**src/drive_io_pkg.sv**
```systemverilog
// Package of the drive I/O block: register map, fields, reset values.
// Assumes a 32-bit AHB-Lite slave with word-aligned registers.
package drive_io_pkg;
   // Register byte offsets
   localparam logic [7:0] off_ctrl    = 8'h00;
   localparam logic [7:0] off_in_pol  = 8'h04;
   localparam logic [7:0] off_in_func = 8'h08;
   localparam logic [7:0] off_out_sel = 8'h0C;
   localparam logic [7:0] off_status  = 8'h10;
   localparam logic [7:0] off_irq_st  = 8'h14;
   localparam logic [7:0] off_irq_msk = 8'h18;
   localparam logic [7:0] off_cur_sw  = 8'h1C;
   localparam logic [7:0] off_cur_set = 8'h20;
   localparam logic [7:0] off_enc_cfg = 8'h24;
   localparam logic [7:0] off_enc_pos = 8'h28;
   localparam logic [7:0] off_cmd_pos = 8'h2C;

   localparam int n_inputs  = 6;
   localparam int n_outputs = 3;
   localparam int func_w    = 4;

   // Input functions
   localparam logic [3:0] fn_none  = 4'h0;
   localparam logic [3:0] fn_step  = 4'h1;
   localparam logic [3:0] fn_dir   = 4'h2;
   localparam logic [3:0] fn_enab  = 4'h3;
   localparam logic [3:0] fn_limit = 4'h4;
   localparam logic [3:0] fn_ref   = 4'h5;
   // Delivered: in6 step, in5 dir, in4 enable (4 bits per input)
   localparam logic [23:0] in_func_rst = 24'h123000;

   // Output sources
   localparam logic [1:0] osel_status = 2'h0;
   localparam logic [1:0] osel_low    = 2'h1;
   localparam logic [1:0] osel_high   = 2'h2;
   localparam logic [1:0] osel_input  = 2'h3;

   // Status codes on outputs 2,1
   localparam logic [1:0] code_error = 2'h0;
   localparam logic [1:0] code_idle  = 2'h1;
   localparam logic [1:0] code_busy  = 2'h2;
   localparam logic [1:0] code_ref   = 2'h3;

   // Ctrl fields
   localparam int ctrl_clkdir  = 0;
   localparam int ctrl_mon_en  = 1;
   localparam int ctrl_busy    = 2;
   localparam int ctrl_refok   = 3;
   localparam int ctrl_ovtemp  = 4;
   localparam logic [4:0] ctrl_rst = 5'h03;

   // Irq bits
   localparam int irq_err    = 0;
   localparam int irq_limit  = 1;
   localparam int irq_ovtemp = 2;
   localparam int irq_badres = 3;

   // Current in milliamps: 10 % of 4 A per switch step
   localparam int ref_current_ma = 4000;
   localparam int step_pct       = 10;
   localparam logic [12:0] ma_per_step = 13'(ref_current_ma * step_pct / 100);

   localparam logic [11:0] enc_ppr_rst = 12'd500;
   // Monitoring window: 500 ppr x4 = 2000 counts, 200 steps -> 10/step;
   // a tenth of a step is one count, so tolerance is one count.
   localparam logic [15:0] mon_tol_rst = 16'h0001;
endpackage : drive_io_pkg

```
**src/sync_2ff.sv**
```systemverilog
// Two flip-flop synchroniser for a bus of independent levels.
// Assumes each bit is asynchronous to hclk.
module sync_2ff #(
   parameter int width = 1
) (
   input  wire logic             hclk,
   input  wire logic             hresetn,
   input  wire logic [width-1:0] d,
   output logic      [width-1:0] q
);
   logic [width-1:0] meta_ff;

   always_ff @(posedge hclk or negedge hresetn) begin
      if (!hresetn) begin
         meta_ff <= '0;
         q       <= '0;
      end else begin
         meta_ff <= d;
         q       <= meta_ff;
      end
   end
endmodule : sync_2ff

```
**src/quad_decoder.sv**
```systemverilog
// Single-ended quadrature decoder with index capture, 4x counting.
// Assumes a, b, idx are already synchronised to hclk.
module quad_decoder #(
   parameter int cnt_w = 16
) (
   input  wire logic             hclk,
   input  wire logic             hresetn,
   input  wire logic             a,
   input  wire logic             b,
   input  wire logic             idx,
   input  wire logic             clear,
   output logic      [cnt_w-1:0] count_ff,
   output logic                  index_seen_ff
);
   logic a_ff;
   logic b_ff;
   logic idx_ff;
   logic step;
   logic up;

   // Gray transitions: exactly one of a, b changed
   assign step = (a ^ a_ff) ^ (b ^ b_ff);
   assign up   = a ^ b_ff;

   always_ff @(posedge hclk or negedge hresetn) begin
      if (!hresetn) begin
         a_ff   <= 1'b0;
         b_ff   <= 1'b0;
         idx_ff <= 1'b0;
      end else begin
         a_ff   <= a;
         b_ff   <= b;
         idx_ff <= idx;
      end
   end

   always_ff @(posedge hclk or negedge hresetn) begin
      if (!hresetn) begin
         count_ff <= '0;
      end else if (clear) begin
         count_ff <= '0;
      end else if (step) begin
         count_ff <= up ? count_ff + 1'b1 : count_ff - 1'b1;
      end
   end

   // Set wins over clear
   always_ff @(posedge hclk or negedge hresetn) begin
      if (!hresetn) begin
         index_seen_ff <= 1'b0;
      end else if (idx && !idx_ff) begin
         index_seen_ff <= 1'b1;
      end else if (clear) begin
         index_seen_ff <= 1'b0;
      end
   end
endmodule : quad_decoder

```
**src/drive_io_status_current_select.sv**
```systemverilog
// Digital I/O, status code, encoder monitor and current setpoint logic.
// Assumes an AHB-Lite master on hclk and asynchronous pins.
module drive_io_status_current_select #(
   parameter int enc_w = 16
) (
   input  wire logic        hclk,
   input  wire logic        hresetn,
   input  wire logic        hsel,
   input  wire logic [31:0] haddr,
   input  wire logic [1:0]  htrans,
   input  wire logic        hwrite,
   input  wire logic [2:0]  hsize,
   input  wire logic [31:0] hwdata,
   input  wire logic        hready,
   output logic      [31:0] hrdata,
   output logic             hreadyout,
   output logic             hresp,
   input  wire logic [5:0]  in_pins,
   input  wire logic [3:0]  cur_switch,
   input  wire logic        enc_a,
   input  wire logic        enc_b,
   input  wire logic        enc_idx,
   output logic      [2:0]  out_pins,
   output logic      [12:0] cur_setpoint_ma,
   output logic             step_pulse,
   output logic             step_dir,
   output logic             drive_enable,
   output logic             irq
);
   localparam int ni = drive_io_pkg::n_inputs;

   function automatic logic res_ok(input logic [11:0] ppr);
      case (ppr)
         12'd192, 12'd200, 12'd256, 12'd400, 12'd500,
         12'd512, 12'd1000, 12'd1024, 12'd2000, 12'd2048: res_ok = 1'b1;
         default: res_ok = 1'b0;
      endcase
   endfunction : res_ok

   // Registers
   logic [4:0]        ctrl_ff;
   logic [ni-1:0]     in_pol_ff;
   logic [23:0]       in_func_ff;
   logic [5:0]        out_sel_ff;
   logic [3:0]        irq_st_ff;
   logic [3:0]        irq_msk_ff;
   logic [12:0]       cur_set_ff;
   logic [11:0]       enc_ppr_ff;
   logic [15:0]       mon_tol_ff;
   logic [enc_w-1:0]  cmd_pos_ff;

   // AHB address phase capture
   logic              wr_ff;
   logic              rd_ff;
   logic [7:0]        addr_ff;
   logic              take;
   assign take = hsel && hready && htrans[1];

   always_ff @(posedge hclk or negedge hresetn) begin
      if (!hresetn) begin
         wr_ff   <= 1'b0;
         rd_ff   <= 1'b0;
         addr_ff <= 8'h00;
      end else begin
         wr_ff   <= take && hwrite;
         rd_ff   <= take && !hwrite;
         addr_ff <= take ? haddr[7:0] : addr_ff;
      end
   end

   // Synchronised pins
   logic [ni-1:0] in_s;
   logic [3:0]    sw_s;
   logic [2:0]    enc_s;

   sync_2ff #(.width(ni)) u_sync_in (
      .hclk(hclk), .hresetn(hresetn), .d(in_pins), .q(in_s));
   sync_2ff #(.width(4)) u_sync_sw (
      .hclk(hclk), .hresetn(hresetn), .d(cur_switch), .q(sw_s));
   sync_2ff #(.width(3)) u_sync_enc (
      .hclk(hclk), .hresetn(hresetn),
      .d({enc_idx, enc_b, enc_a}), .q(enc_s));

   logic [ni-1:0] in_act;
   assign in_act = in_s ^ in_pol_ff;

   // Function routing; step source pinned to input 6 in clk-dir
   logic f_step;
   logic f_dir;
   logic f_enab;
   logic f_limit;
   logic f_ref;
   always_comb begin
      f_step  = 1'b0;
      f_dir   = 1'b0;
      f_enab  = 1'b0;
      f_limit = 1'b0;
      f_ref   = 1'b0;
      for (int i = 0; i < ni; i++) begin
         case (in_func_ff[i*4 +: 4])
            drive_io_pkg::fn_step:  f_step  = f_step  | in_act[i];
            drive_io_pkg::fn_dir:   f_dir   = f_dir   | in_act[i];
            drive_io_pkg::fn_enab:  f_enab  = f_enab  | in_act[i];
            drive_io_pkg::fn_limit: f_limit = f_limit | in_act[i];
            drive_io_pkg::fn_ref:   f_ref   = f_ref   | in_act[i];
            default: ;
         endcase
      end
      if (ctrl_ff[drive_io_pkg::ctrl_clkdir]) begin
         f_step = in_act[ni-1];
      end
   end

   // Encoder
   logic [enc_w-1:0] enc_cnt;
   logic             idx_seen;
   logic             enc_clr;
   assign enc_clr = wr_ff && addr_ff == drive_io_pkg::off_enc_pos;

   quad_decoder #(.cnt_w(enc_w)) u_quad (
      .hclk(hclk), .hresetn(hresetn),
      .a(enc_s[0]), .b(enc_s[1]), .idx(enc_s[2]),
      .clear(enc_clr), .count_ff(enc_cnt), .index_seen_ff(idx_seen));

   // Commanded position from step edges, scaled to encoder counts
   logic step_d_ff;
   logic step_edge;
   logic [enc_w-1:0] counts_per_step;
   assign step_edge = f_step && !step_d_ff && f_enab;
   // 200 full steps/rev, 4x decode: ppr/50 counts per step
   assign counts_per_step = enc_w'(enc_ppr_ff / 12'd50);

   always_ff @(posedge hclk or negedge hresetn) begin
      if (!hresetn) begin
         step_d_ff  <= 1'b0;
         cmd_pos_ff <= '0;
      end else begin
         step_d_ff <= f_step;
         if (enc_clr) begin
            cmd_pos_ff <= '0;
         end else if (step_edge) begin
            cmd_pos_ff <= f_dir ? cmd_pos_ff - counts_per_step
                                : cmd_pos_ff + counts_per_step;
         end
      end
   end

   logic [enc_w-1:0] pos_err;
   logic [enc_w-1:0] pos_abs;
   logic             stall;
   assign pos_err = cmd_pos_ff - enc_cnt;
   assign pos_abs = pos_err[enc_w-1] ? enc_w'(-pos_err) : pos_err;
   assign stall   = ctrl_ff[drive_io_pkg::ctrl_mon_en]
                    && res_ok(enc_ppr_ff)
                    && (pos_abs > enc_w'(mon_tol_ff) + counts_per_step);

   // Error and limit outrank ref, busy, idle
   logic [1:0] code;
   always_comb begin
      if (stall || f_limit) begin
         code = drive_io_pkg::code_error;
      end else if (ctrl_ff[drive_io_pkg::ctrl_refok] || f_ref) begin
         code = drive_io_pkg::code_ref;
      end else if (ctrl_ff[drive_io_pkg::ctrl_busy]) begin
         code = drive_io_pkg::code_busy;
      end else begin
         code = drive_io_pkg::code_idle;
      end
   end

   logic [2:0] stat_bits;
   assign stat_bits = {ctrl_ff[drive_io_pkg::ctrl_ovtemp], code};

   always_ff @(posedge hclk or negedge hresetn) begin
      if (!hresetn) begin
         out_pins <= 3'h0;
      end else begin
         for (int k = 0; k < drive_io_pkg::n_outputs; k++) begin
            case (out_sel_ff[k*2 +: 2])
               drive_io_pkg::osel_status: out_pins[k] <= stat_bits[k];
               drive_io_pkg::osel_low:    out_pins[k] <= 1'b0;
               drive_io_pkg::osel_high:   out_pins[k] <= 1'b1;
               default:                   out_pins[k] <= in_act[k];
            endcase
         end
      end
   end

   // Setpoint: switch 1 LSB, zero picks software
   always_ff @(posedge hclk or negedge hresetn) begin
      if (!hresetn) begin
         cur_setpoint_ma <= 13'h0000;
      end else if (sw_s == 4'h0) begin
         cur_setpoint_ma <= cur_set_ff;
      end else begin
         cur_setpoint_ma <= 13'(sw_s * drive_io_pkg::ma_per_step);
      end
   end

   always_ff @(posedge hclk or negedge hresetn) begin
      if (!hresetn) begin
         step_pulse   <= 1'b0;
         step_dir     <= 1'b0;
         drive_enable <= 1'b0;
      end else begin
         step_pulse   <= step_edge;
         step_dir     <= f_dir;
         drive_enable <= f_enab;
      end
   end

   // Register writes
   always_ff @(posedge hclk or negedge hresetn) begin
      if (!hresetn) begin
         ctrl_ff    <= drive_io_pkg::ctrl_rst;
         in_pol_ff  <= '0;
         in_func_ff <= drive_io_pkg::in_func_rst;
         out_sel_ff <= 6'h00;
         irq_msk_ff <= 4'h0;
         cur_set_ff <= 13'h0000;
         enc_ppr_ff <= drive_io_pkg::enc_ppr_rst;
         mon_tol_ff <= drive_io_pkg::mon_tol_rst;
      end else if (wr_ff) begin
         case (addr_ff)
            drive_io_pkg::off_ctrl:    ctrl_ff    <= hwdata[4:0];
            drive_io_pkg::off_in_pol:  in_pol_ff  <= hwdata[ni-1:0];
            drive_io_pkg::off_in_func: in_func_ff <= hwdata[23:0];
            drive_io_pkg::off_out_sel: out_sel_ff <= hwdata[5:0];
            drive_io_pkg::off_irq_msk: irq_msk_ff <= hwdata[3:0];
            drive_io_pkg::off_cur_set: cur_set_ff <= hwdata[12:0];
            drive_io_pkg::off_enc_cfg: begin
               if (res_ok(hwdata[11:0])) begin
                  enc_ppr_ff <= hwdata[11:0];
               end
               mon_tol_ff <= hwdata[31:16];
            end
            default: ;
         endcase
      end
   end

   // Sticky events; set wins over read-clear
   logic       limit_d_ff;
   logic       stall_d_ff;
   logic       ovt_d_ff;
   logic [3:0] ev;
   logic       bad_wr;
   assign bad_wr = wr_ff && addr_ff == drive_io_pkg::off_enc_cfg
                   && !res_ok(hwdata[11:0]);
   always_comb begin
      ev = 4'h0;
      ev[drive_io_pkg::irq_err]    = stall && !stall_d_ff;
      ev[drive_io_pkg::irq_limit]  = f_limit && !limit_d_ff;
      ev[drive_io_pkg::irq_ovtemp] = ctrl_ff[drive_io_pkg::ctrl_ovtemp]
                                     && !ovt_d_ff;
      ev[drive_io_pkg::irq_badres] = bad_wr;
   end

   always_ff @(posedge hclk or negedge hresetn) begin
      if (!hresetn) begin
         limit_d_ff <= 1'b0;
         stall_d_ff <= 1'b0;
         ovt_d_ff   <= 1'b0;
         irq_st_ff  <= 4'h0;
         irq        <= 1'b0;
      end else begin
         limit_d_ff <= f_limit;
         stall_d_ff <= stall;
         ovt_d_ff   <= ctrl_ff[drive_io_pkg::ctrl_ovtemp];
         if (rd_ff && addr_ff == drive_io_pkg::off_irq_st) begin
            irq_st_ff <= ev;
         end else begin
            irq_st_ff <= irq_st_ff | ev;
         end
         irq <= |((irq_st_ff | ev) & irq_msk_ff);
      end
   end

   // Read data, registered: answer in the data phase after one wait
   logic [31:0] rmux;
   always_comb begin
      case (addr_ff)
         drive_io_pkg::off_ctrl:    rmux = {27'h0, ctrl_ff};
         drive_io_pkg::off_in_pol:  rmux = {26'h0, in_pol_ff};
         drive_io_pkg::off_in_func: rmux = {8'h00, in_func_ff};
         drive_io_pkg::off_out_sel: rmux = {26'h0, out_sel_ff};
         drive_io_pkg::off_status:  rmux = {15'h0, idx_seen, stall,
                                           out_pins, in_act, in_s};
         drive_io_pkg::off_irq_st:  rmux = {28'h0, irq_st_ff};
         drive_io_pkg::off_irq_msk: rmux = {28'h0, irq_msk_ff};
         drive_io_pkg::off_cur_sw:  rmux = {15'h0, cur_setpoint_ma, sw_s};
         drive_io_pkg::off_cur_set: rmux = {19'h0, cur_set_ff};
         drive_io_pkg::off_enc_cfg: rmux = {mon_tol_ff, 4'h0, enc_ppr_ff};
         drive_io_pkg::off_enc_pos: rmux = 32'(enc_cnt);
         drive_io_pkg::off_cmd_pos: rmux = 32'(cmd_pos_ff);
         default:                   rmux = 32'h0000_0000;
      endcase
   end

   always_ff @(posedge hclk or negedge hresetn) begin
      if (!hresetn) begin
         hrdata    <= 32'h0000_0000;
         hreadyout <= 1'b1;
         hresp     <= 1'b0;
      end else begin
         hrdata    <= rd_ff ? rmux : hrdata;
         hreadyout <= !(take && !hwrite);
         hresp     <= 1'b0;
      end
   end
endmodule : drive_io_status_current_select

```
**config.mk**
```make
export PLATFORM = sky130hd
export DESIGN_NAME = drive_io_status_current_select
export DESIGN_NICKNAME = d
export VERILOG_FILES = /design/src/drive_io_pkg.sv /design/src/sync_2ff.sv /design/src/quad_decoder.sv /design/src/drive_io_status_current_select.sv
export SDC_FILE = /design/constraint.sdc
export NUM_CORES = 1
export LEC_CHECK = 0
export BUFFER_PORTS_ARGS = -buffer_cell sky130_fd_sc_hd__buf_2
export CORE_MARGIN = 8
export CORE_UTILIZATION = 50
export CTS_CLUSTER_SIZE = 24
export DETAILED_ROUTE_END_ITERATION = 10
export GPL_TIMING_DRIVEN = 0
export PLACE_DENSITY = 0.76
export SLEW_MARGIN = 15
export SYNTH_ARGS = -nofsm -noshare
export SYNTH_HDL_FRONTEND = slang
export SYNTH_SLANG_ARGS = --single-unit
export TNS_END_PERCENT = 100
```
**constraint.sdc**
```tcl
create_clock -name hclk -period 7.4 [get_ports hclk]
set_clock_uncertainty 0.05 [all_clocks]
set_input_delay 0 -clock hclk [delete_from_list [all_inputs] [get_ports hclk]]
set_output_delay 0 -clock hclk [all_outputs]
set_load 0.05 [all_outputs]
```
# [Yosys cells after proc, flatten, opt, wreduce, memory -nomap -nowiden]
# Index checks and enable logic that the tools add are counted.
[classes] n_eq_ne=67 bitwise=32 order_cmp=1 multipliers=1 mux=53 n_div=1 reduce_logical=45 n_addsub=7 shifts=0
[op_table] operator="32-bit case mux with 12 select lines" count=1
[op_table] operator="16-bit two-way mux" count=7
[op_table] operator="12-bit by 9-bit == test with 1-bit output, second input constant" count=6
[op_table] operator="12-bit by 10-bit == test with 1-bit output, second input constant" count=4
[op_table] operator="12-bit by 11-bit == test with 1-bit output, second input constant" count=4
[op_table] operator="12-bit by 8-bit == test with 1-bit output, second input constant" count=4
[op_table] operator="4-bit by 2-bit == test with 1-bit output, second input constant" count=12
[op_table] operator="4-bit by 3-bit == test with 1-bit output, second input constant" count=12
[op_table] operator="1-bit two-way mux" count=37
[op_table] operator="16-bit adder" count=2
[op_table] operator="8-bit by 5-bit == test with 1-bit output, second input constant" count=4
[op_table] operator="8-bit by 6-bit == test with 1-bit output, second input constant" count=4
[op_table] operator="16-bit subtractor" count=2
[op_table] operator="1-bit bitwise OR" count=25
[op_table] operator="12-bit == test, second input constant" count=2
[op_table] operator="4-bit by 1-bit == test with 1-bit output, second input constant" count=6
[op_table] operator="10-bit OR reduction" count=2
[op_table] operator="16-bit by 1-bit adder with 16-bit output, second input constant" count=1
[op_table] operator="12-bit by 6-bit divider with 16-bit output, second input constant" count=1
[op_table] operator="8-bit by 4-bit == test with 1-bit output, second input constant" count=2
[op_table] operator="16-bit greater-than comparator" count=1
[op_table] operator="1-bit logical AND" count=16
[op_table] operator="16-bit negator" count=1
[op_table] operator="16-bit by 1-bit subtractor with 16-bit output, second input constant" count=1
[op_table] operator="other kinds (21)" count=50
[word_totals] regBits=219 latchBits=0 output_inout_bits=54 n_memories=0 mem_bits_rw=0 mem_bits_ro=0

# [Logic depth before layout (Yosys ltp)]
# Gate-level depths: netlist of the first run.
[depth] word_depth=17 depth_mapped=39

# [Hierarchy]
# From an unflattened synthesis of the first run, not the netlist that was laid out.
[unflattened] cells_unflattened=1532 area_unflattened_um2=14361.3
[by_module_without_submodules] module="drive_io_status_current_select" cells_per_inst=1330 instances=1 area_each_um2=12265.5 seq_area_each_um2=4346.7
[by_module_without_submodules] module="quad_decoder" cells_per_inst=176 instances=1 area_each_um2=1445.1 seq_area_each_um2=500.5
[by_module_without_submodules] module="sync_2ff (u_sync_in)" cells_per_inst=12 instances=1 area_each_um2=300.3 seq_area_each_um2=300.3
[by_module_without_submodules] module="sync_2ff (u_sync_sw)" cells_per_inst=8 instances=1 area_each_um2=200.2 seq_area_each_um2=200.2
[by_module_without_submodules] module="sync_2ff (u_sync_enc)" cells_per_inst=6 instances=1 area_each_um2=150.1 seq_area_each_um2=150.1

# [Worst setup path after synthesis of the first run]
# OpenSTA, ideal clock, no wires.
[synth_path] path_kind="register -> register" start="register enc_ppr_ff[7]" end="register out_pins[0]" slack_ns=0.742 arrival_ns=6.529 synth_period_minus_slack_ns=6.658 t_required_ns=7.271 stages_incl_launch_ff=37 setup_time_ns=0.079 cell_sequence="dfstp_2 > buf_2 > o21a_1 > a21oi_1 > o41ai_2 > a211oi_1 > or4_4 > a31oi_1 > o31ai_4 > a21oi_4 > inv_4 > a311oi_1 > a31oi_1 > a221oi_1 > a221o_1 > and2b_1 > ha_1 > inv_1 > fa_1 > inv_1 > a21oi_1 > o21ai_0 > a21oi_1 > o21ai_0 > a21o_1 > nand2_1 > nor2_1 > xnor2_1 > ha_1 > a21o_1 > a21o_1 > a21oi_1 > o21ai_0 > o221ai_1 > nand2_1 > a211oi_1 > a2bb2oi_1"
[synth_via] elab_chain_cells=8
[synth_lines] element="from (decl)" line_no="drive_io_status_current_select.sv:48" source="logic [11:0] enc_ppr_ff;"
[synth_lines] element="from (signal assigned)" line_no="drive_io_status_current_select.sv:221" source="enc_ppr_ff <= drive_io_pkg::enc_ppr_rst;"
[synth_lines] element="from (signal assigned)" line_no="drive_io_status_current_select.sv:233" source="enc_ppr_ff <= hwdata[11:0];"
[synth_lines] element="branches (longest 4 deep; another with 12-bit by 6-bit divider with 16-bit output)"
[synth_lines] element="1-bit logical AND *" line_no="drive_io_status_current_select.sv:155" source="&& (pos_abs > enc_w'(mon_tol_ff) + counts_per_step);"
[synth_lines] element="1-bit logical OR *" line_no="drive_io_status_current_select.sv:160" source="if (stall || f_limit) begin"
[synth_lines] element="2-bit two-way mux *" line_no="drive_io_status_current_select.sv:160"
[synth_lines] element="1-bit case mux with 3 select lines *" line_no="drive_io_status_current_select.sv:179" source="case (out_sel_ff[k*2 +: 2])"
[synth_lines] element="to (signal, indexed assignment)" line_no="drive_io_status_current_select.sv:180" source="drive_io_pkg::osel_status: out_pins[k] <= stat_bits[k];"
[synth_lines] element="to (signal, indexed assignment)" line_no="drive_io_status_current_select.sv:183" source="default: out_pins[k] <= in_act[k];"
[synth_lines] element="to (decl)" line_no="drive_io_status_current_select.sv:23" source="output logic [2:0] out_pins,"
# Every way passes the cells marked *.
# A chain may end at the register's enable or synchronous reset.

# [Worst setup path after layout of the first run]
[layout_path] start="register enc_ppr_ff[6]" end="register out_pins[0]"
# The elaborated chain is that of the path after synthesis.

==> summary.txt, run 1 <==
Run status
  – Outcome: completed

Critical path
  – Crit path buf inv count: 5
  – Reg2Reg Depth: 37
  – Worst R2R Start: enc_ppr_ff[6]
  – Worst Path Class, Setup: reg2reg
  – Crit end category: flip-flop
  – Worst Setup Start Kind: flip-flop
  – CP top delay family: compound AO/OA/AOI/OAI gates
  – CP Depth: 37
  – CP peak stage delay: between 0.5 and 0.6 ns
  – Critical Path AT: 7.65 ns
  – Peak fanout along the critical path: 10
  – Worst Setup SP: enc_ppr_ff[6]
  – CP required: 7.80 ns
  – CP max stage cell: dfstp_2

Routing
  – DRT antenna net count: 0
  – Initial DRC count: between 1000 and 1500
  – Via Count: 12700
  – DRC Markers: 0
  – Drt total wl: 45100 um
  – DR vias/cell: around 6.2
  – Iteration count of the initial detailed-routing pass: 9
  – DR WL/cell: 22.0 um

Clock tree
  – CTS root buffer: clkbuf_16
  – Clk Latency, worst-skew pair: 0.55 ns
  – Clock buffer depth: 3
  – Total CTS buffers: 25
  – CTS tree: done
  – H-tree Lvls: 1
  – CTS clk-pin slew, worst paths: 0.06 ns
  – CTS Sinks: 219

Logic synthesis
  – Post-Syn Area: 13700 um2
  – Mapped Cells: 1461
  – Register area share after synthesis: approximately two fifths
  – Synth area leader: dfrtp_1
  – Most common cell in the netlist: dfrtp_1
  – Yosys warning count: 0
  – Proportion of synthesized area in mux cells: 7.77%
  – #FFs+latches synth: 219
  – Synth Area in Simple Gates: 15.0%
  – Mapped Avg Cell Area: 9.37 um2
  – Post-Syn Nets: 1635
  – Commonest cells post-synth: dfrtp_1 (205), nor2_1 (120), nand2_1 (117)
  – Compound-Gate Fraction of Synth Area: roughly a fifth
  – Largest family of logic cells by synthesized area: compound AO/OA/AOI/OAI gates
  – Netlist cell types: 90
  – Adder-cell share of the synthesized area: 8.23%
  – Primary FF master, synth: dfrtp_1
  – Synth top area cells: dfrtp_1 (37%), ha_1 (7.5%), mux2_2 (7.1%)
  – Yosys top cell area share: 37.5%
  – Post-synthesis xor/xnor area fraction: just over 5%
  – Post-synth EDFFs: 0
  – Synth async-reset ratio: 100%

Pwr
  – PwrDens: 329 nW/um2
  – Peak VDD IR: between 0.2 and 0.3 mV
  – Post-route total power: 5510 uW
  – Sequential share of power: 29.0%
  – Pint: 3300 uW
  – Switching share of total power: about two fifths
  – NetSw: ~2200 uW
  – LEAKAGE: approximately 0.0074 uW
  – Part of the power in the clock network: 22.9%
  – Comb pwr share: approximately 48%

Timing
  – Achievable Freq: around 0.14 GHz
  – Slew headroom: 30.0%
  – Final worst slack: 0.145 ns
  – Min cycle time layout: slightly above 7 ns
  – Worst-Margin Slew: 1.04 ns
  – Final setup fails: 0
  – Final period utilization: a little over nine tenths
  – Final hold vios: 0
  – Max Transition Viols Final: 0

Floorplanning
  – Initial core utilization: about 51%
  – Std-Cell Rows: 60
  – Core area: 27000 um2
  – I/O Pins: 141
  – Die Y: 181 um
  – Die width: 181 um
  – Die ar.: about 33000 um2

GRT
  – Total global routing overflow: 0
  – First-pass GRT wire length: 68500 um
  – Number of global-route vias before repair: 12200
  – Gr usage total: 26.0%
  – Largest net degree at the start of global routing: a little under 100
  – Antenna violations before repair: 2

Final layout
  – Area growth, synth to finish: 22.6%
  – # fillers: 2165
  – Layout cells sized above 1: 22.1%
  – Fin area: 16800 um2
  – Layout Nets: approximately 1900

Placement
  – Final Wtd Congestion: a little under 1
  – Hpwl dp: 32600 um
  – Dpl cell area: 14700 um2
  – Buffers on Ports: 108
  – Placement Setup Slack: -1.13 ns

Min path
  – Hold Path Class: in2reg
  – Hold path depth: 2
  – HP Start: in_pins[1]

Flow run
  – Max-Cap Viols: 0
## layer usage
metal / part of all wire, % / track usage, % / routed length, um
met1: 39 / 32.8 / 17800
met2: 47 / 42.6 / 21200
met3: 8.1 / 4.93 / 3660
met4: 5.5 / 12.7 / 2490
met5: 0.029 / 0 / 13
## worst paths after layout
| path | end | slack, ns |
|---|---|---|
| setup / recovery | out_pins[0] | 0.14 |
| max in group asynchronous | enc_ppr_ff[4] | 5.85 |
| min in group asynchronous | hrdata[12] | 0.44 |
| hold / removal | u_sync_in.meta_ff[1] | 0.05 |
| setup reg to reg | out_pins[0] | 0.14 |
| hold reg to reg | u_sync_enc.q[1] | 0.29 |
## through the flow
stage               std cells  setup TNS (ns)  hold WS [ns]  utilization, %
floorplan                1461               0        -0.346               -
global placement         1910           -4.68        0.0572            54.4
detailed placement       1912           -5.51        -0.181            54.6
CTS                      2021               0        0.0318            60.6
global route             2046          -0.272        0.0482            62.2
finish                   2046               0        0.0455            62.2
## state kept, by name, indices dropped and copies added, names as in the netlist, 8 cells and up
name and flops:
in_func_ff 24, hrdata 32, enc_ppr_ff 12, u_quad.count_ff 16
cur_set_ff 13, cmd_pos_ff 16, addr_ff 8, cur_setpoint_ma 13
mon_tol_ff 16
## power groups by stage
| stage | clock network, uW | registers (uW) | logic (uW) |
|---|---|---|---|
| global route | 1310 | 1600 | 2960 |
| detailed placement | 0 | 1600 | 2500 |
| finish | 1260 | 1600 | 2650 |
| global placement | 0 | 1600 | 2400 |
| floorplan | 0 | 1530 | 1980 |
| CTS | 1270 | 1580 | 2550 |
## final cells by class
class | instances | area [um2] | area share, %
Timing Repair Buffer | 198 | 1420 | 8.47
Buffer | 58 | 304 | 1.81
Tap cell | 341 | 427 | 2.54
Clock inverter | 11 | 124 | 0.738
Sequential cell | 219 | 5500 | 32.8
Multi-Input combinational cell | 1077 | 7890 | 47.0
Antenna cell | 1 | 2.50 | 0.0149
Inverter | 107 | 407 | 2.42
Clock buffer | 34 | 709 | 4.23
## cell usage in the layout, fill, tap and decap left out, types with 7 or more instances in the layout
master	count
a21o_1	23
a21oi_1	88
a222oi_1	7
a22oi_1	51
a31oi_1	12
and2_1	7
and3_1	15
buf_2	108
buf_4	34
buf_6	7
clkbuf_1	46
clkbuf_16	25
dfrtp_1	205
dfstp_2	14
dlygate4sd3_1	55
ha_1	82
inv_1	104
mux2_2	86
nand2_1	114
nand2b_1	23
nand3_1	21
nand3b_1	8
nand4_1	17
nor2_1	114
nor2b_1	13
nor3_1	34
nor4_1	8
o21ai_0	75
o21ai_1	9
o21bai_1	7
o22ai_1	20
xnor2_1	56
xor2_1	21
## what timing repair did
action / CTS / global route
pin swaps: 10 / 31
endpoints found under the hold margin: 211 / 0
setup buffers: 8 / 24
endpoints found under the setup margin: 8 / 9
resized for setup: 32 / 66
hold buffers: 56 / 0
## logic make-up after synthesis
group / after synthesis
AOI/OAI and AO/OA: 391
xor gates and xnor gates: 81
adders and majority gates: 87
buffers and inverters: 165
DFF: 219
muxes: 95
other: 1
and+or+nand+nor: 422
No activity file was read; power rests on OpenSTA's default activity.
==> run 2, diff against run 1 <==
==> constraint.sdc (replaced) <==
create_clock -name hclk -period 7.1 [get_ports hclk]
set_clock_uncertainty 0.05 [all_clocks]
set_input_delay 0 -clock hclk [delete_from_list [all_inputs] [get_ports hclk]]
set_output_delay 0 -clock hclk [all_outputs]
set_load 0.05 [all_outputs]
==> run 2 against run 1 <==
The flow now finishes with violations (setup timing). Critical path depth shrank 3. Combinational power up 7.9%. Core utilization increased by 1.7 points. Non-clock buffer count rose by 19. Flip-flop and latch count unchanged. Sequential share of layout area is 0.85 points lower. Highest routed layer unchanged.
==> summary.txt, run 2 (same netlist as run 1, synthesis figures left out) <==
Placement
  – Dpl cell area: 14700 um2
  – Hpwl dp: between 30000 and 40000 um
  – Final Wtd Congestion: 0.990
  – Buffers on Ports: 108
  – Placed cells: 1912

Final layout
  – Most frequent cells in the layout: dfrtp_1 (204), nand2_1 (113), nor2_1 (111), buf_2 (107), inv_1 (103)
  – Layout cells sized above 1: 24.6%
  – Largest register FFs: 32
  – Most common cell after layout, fill and taps aside: dfrtp_1
  – Area growth, synth to finish: 25.9%
  – Layout Nets: 1879
  – Reg with most FFs: hrdata
  – Finished Layout Cells: 2066
  – Top flop regs: hrdata x32, in_func_ff x24
  – Fin area: 17200 um2

Routing
  – DRT antenna net count: 0
  – Initial DRC count: 1402
  – DRC Markers: 0
  – DR vias/cell: 6.21
  – Via Count: roughly 13000
  – Iteration count of the initial detailed-routing pass: 6
  – DR WL/cell: 22.6 um
  – Drt total wl: 46800 um

Critical path
  – Worst Setup Start Kind: flip-flop
  – Cell mode on critical path: a21oi_2
  – Critical Path AT: about 7.7 ns
  – CP max stage cell: or4_4
  – Peak fanout along the critical path: 10
  – CP top delay family: compound AO/OA/AOI/OAI gates
  – Crit end category: flip-flop
  – Worst Path Class, Setup: reg2reg
  – Crit path buf inv count: 2
  – CP peak stage delay: 0.50 ns
  – CP required: about 7.5 ns

Timing
  – Worst-Margin Slew: 1.06 ns
  – Final period utilization: 102%
  – Min cycle time layout: 7.27 ns
  – Achievable Freq: 0.138 GHz
  – Final worst slack: -0.171 ns
  – Hold WS: approximately 0.045 ns
  – Final setup fails: 5
  – Slew headroom: around 29%
  – RSZ-0062 raised after global routing: yes
  – Max Transition Viols Final: 0
  – Final hold vios: 0

Clock tree
  – H-tree Lvls: 1
  – Clock buffer depth: 3
  – Clk Latency, worst-skew pair: about 0.54 ns
  – Total CTS buffers: 25
  – CTS Sinks: 219
  – CTS clk-pin slew, worst paths: 0.06 ns
  – CTS root buffer: clkbuf_16
  – CTS tree: done

GRT
  – First-pass GRT wire length: approximately 70000 um
  – Antenna violations before repair: 3
  – Number of global-route vias before repair: 12400
  – Total global routing overflow: 0
  – Largest net degree at the start of global routing: 99
  – Gr usage total: 26.5%

Flow run
  – Max-Cap Viols: 0

Pwr
  – Peak VDD IR: 0.291 mV
  – LEAKAGE: roughly 0.0076 uW
  – PwrDens: 339 nW/um2

Floorplanning
  – Die width: roughly 180 um
  – Std-Cell Rows: 60
  – I/O Pins: 141
  – Core area: 27000 um2
  – Die Y: 181 um
  – Die ar.: approximately 33000 um2
  – Initial core utilization: between 50% and 60%

Run status
  – Failing checks: setup timing
  – Outcome: finished with violations

Min path
  – Hold Path Class: in2reg
-- run 2: cell types whose count changed in the layout (fill, tap and decap cells not counted), sizes merged --
| cell | previous run | this run |
|---|---|---|
| buf | 156 | 176 |
| clkbuf | 79 | 78 |
| clkinv | 6 | 7 |
| diode | 1 | 2 |
| inv | 108 | 107 |
-- run 2: power by group --
part	switching, uW	internal (uW)	leakage, uW
registers	264	1400	0.00263
clock network	541	775	0.000408
logic	1540	1330	0.00458
total	2340	3500	0.00762
-- run 2: path summary, 6_finish.rpt --
kind,slack [ns],start,end,depth (start not counted)
setup / recovery,-0.17,enc_ppr_ff[9],out_pins[0],34
hold / removal,0.04,in_pins[1],u_sync_in.meta_ff[1],2
setup reg to reg,-0.17,enc_ppr_ff[9],out_pins[0],34
hold reg to reg,0.29,u_sync_enc.meta_ff[1],u_sync_enc.q[1],0
max in group asynchronous,5.54,hresetn,enc_ppr_ff[10],5
min in group asynchronous,0.45,hresetn,hrdata[12],4
-- run 2: timing repair --
action                     4_1_cts  5_1_grt
hold buffers                    56        0
pin swaps                       26       67
buffers inserted                22       31
hold endpoints to repair       211        0
resized for setup               60       97
setup endpoints to repair        9       10
gates cloned                     0        0
-- run 2: final cells by class --
class	instances	area (um2)
Clock inverter	11	124
Sequential cell	219	5500
Clock buffer	34	709
Multi-Input combinational cell	1077	8120
Buffer	58	322
Fill cell	2067	9720
Antenna cell	2	5.00
Timing Repair Buffer	217	1600
Inverter	107	417
Tap cell	341	427
-- run 2: per-stage QoR --
step	utilization (%)	total power [uW]	worst slack (ns)	TNS, ns
6_report	63.9	5850	-0.171	-0.592
5_1_grt	63.9	6230	-0.393	-2.03
4_1_cts	61.5	5640	0.00694	0
3_5_place_dp	54.6	4280	-1.43	-7.88
3_3_place_gp	54.4	4170	-1.32	-6.93
2_1_floorplan	-	3650	0.442	0
-- run 2: per-layer routing --
metal	vias to the layer above	global-route usage, %	wire (um)
met5	-	0	13
met4	2	13.4	2730
met3	186	4.95	4030
met2	722	43.5	22100
met1	6179	33.1	17900
li1	5731	-	-
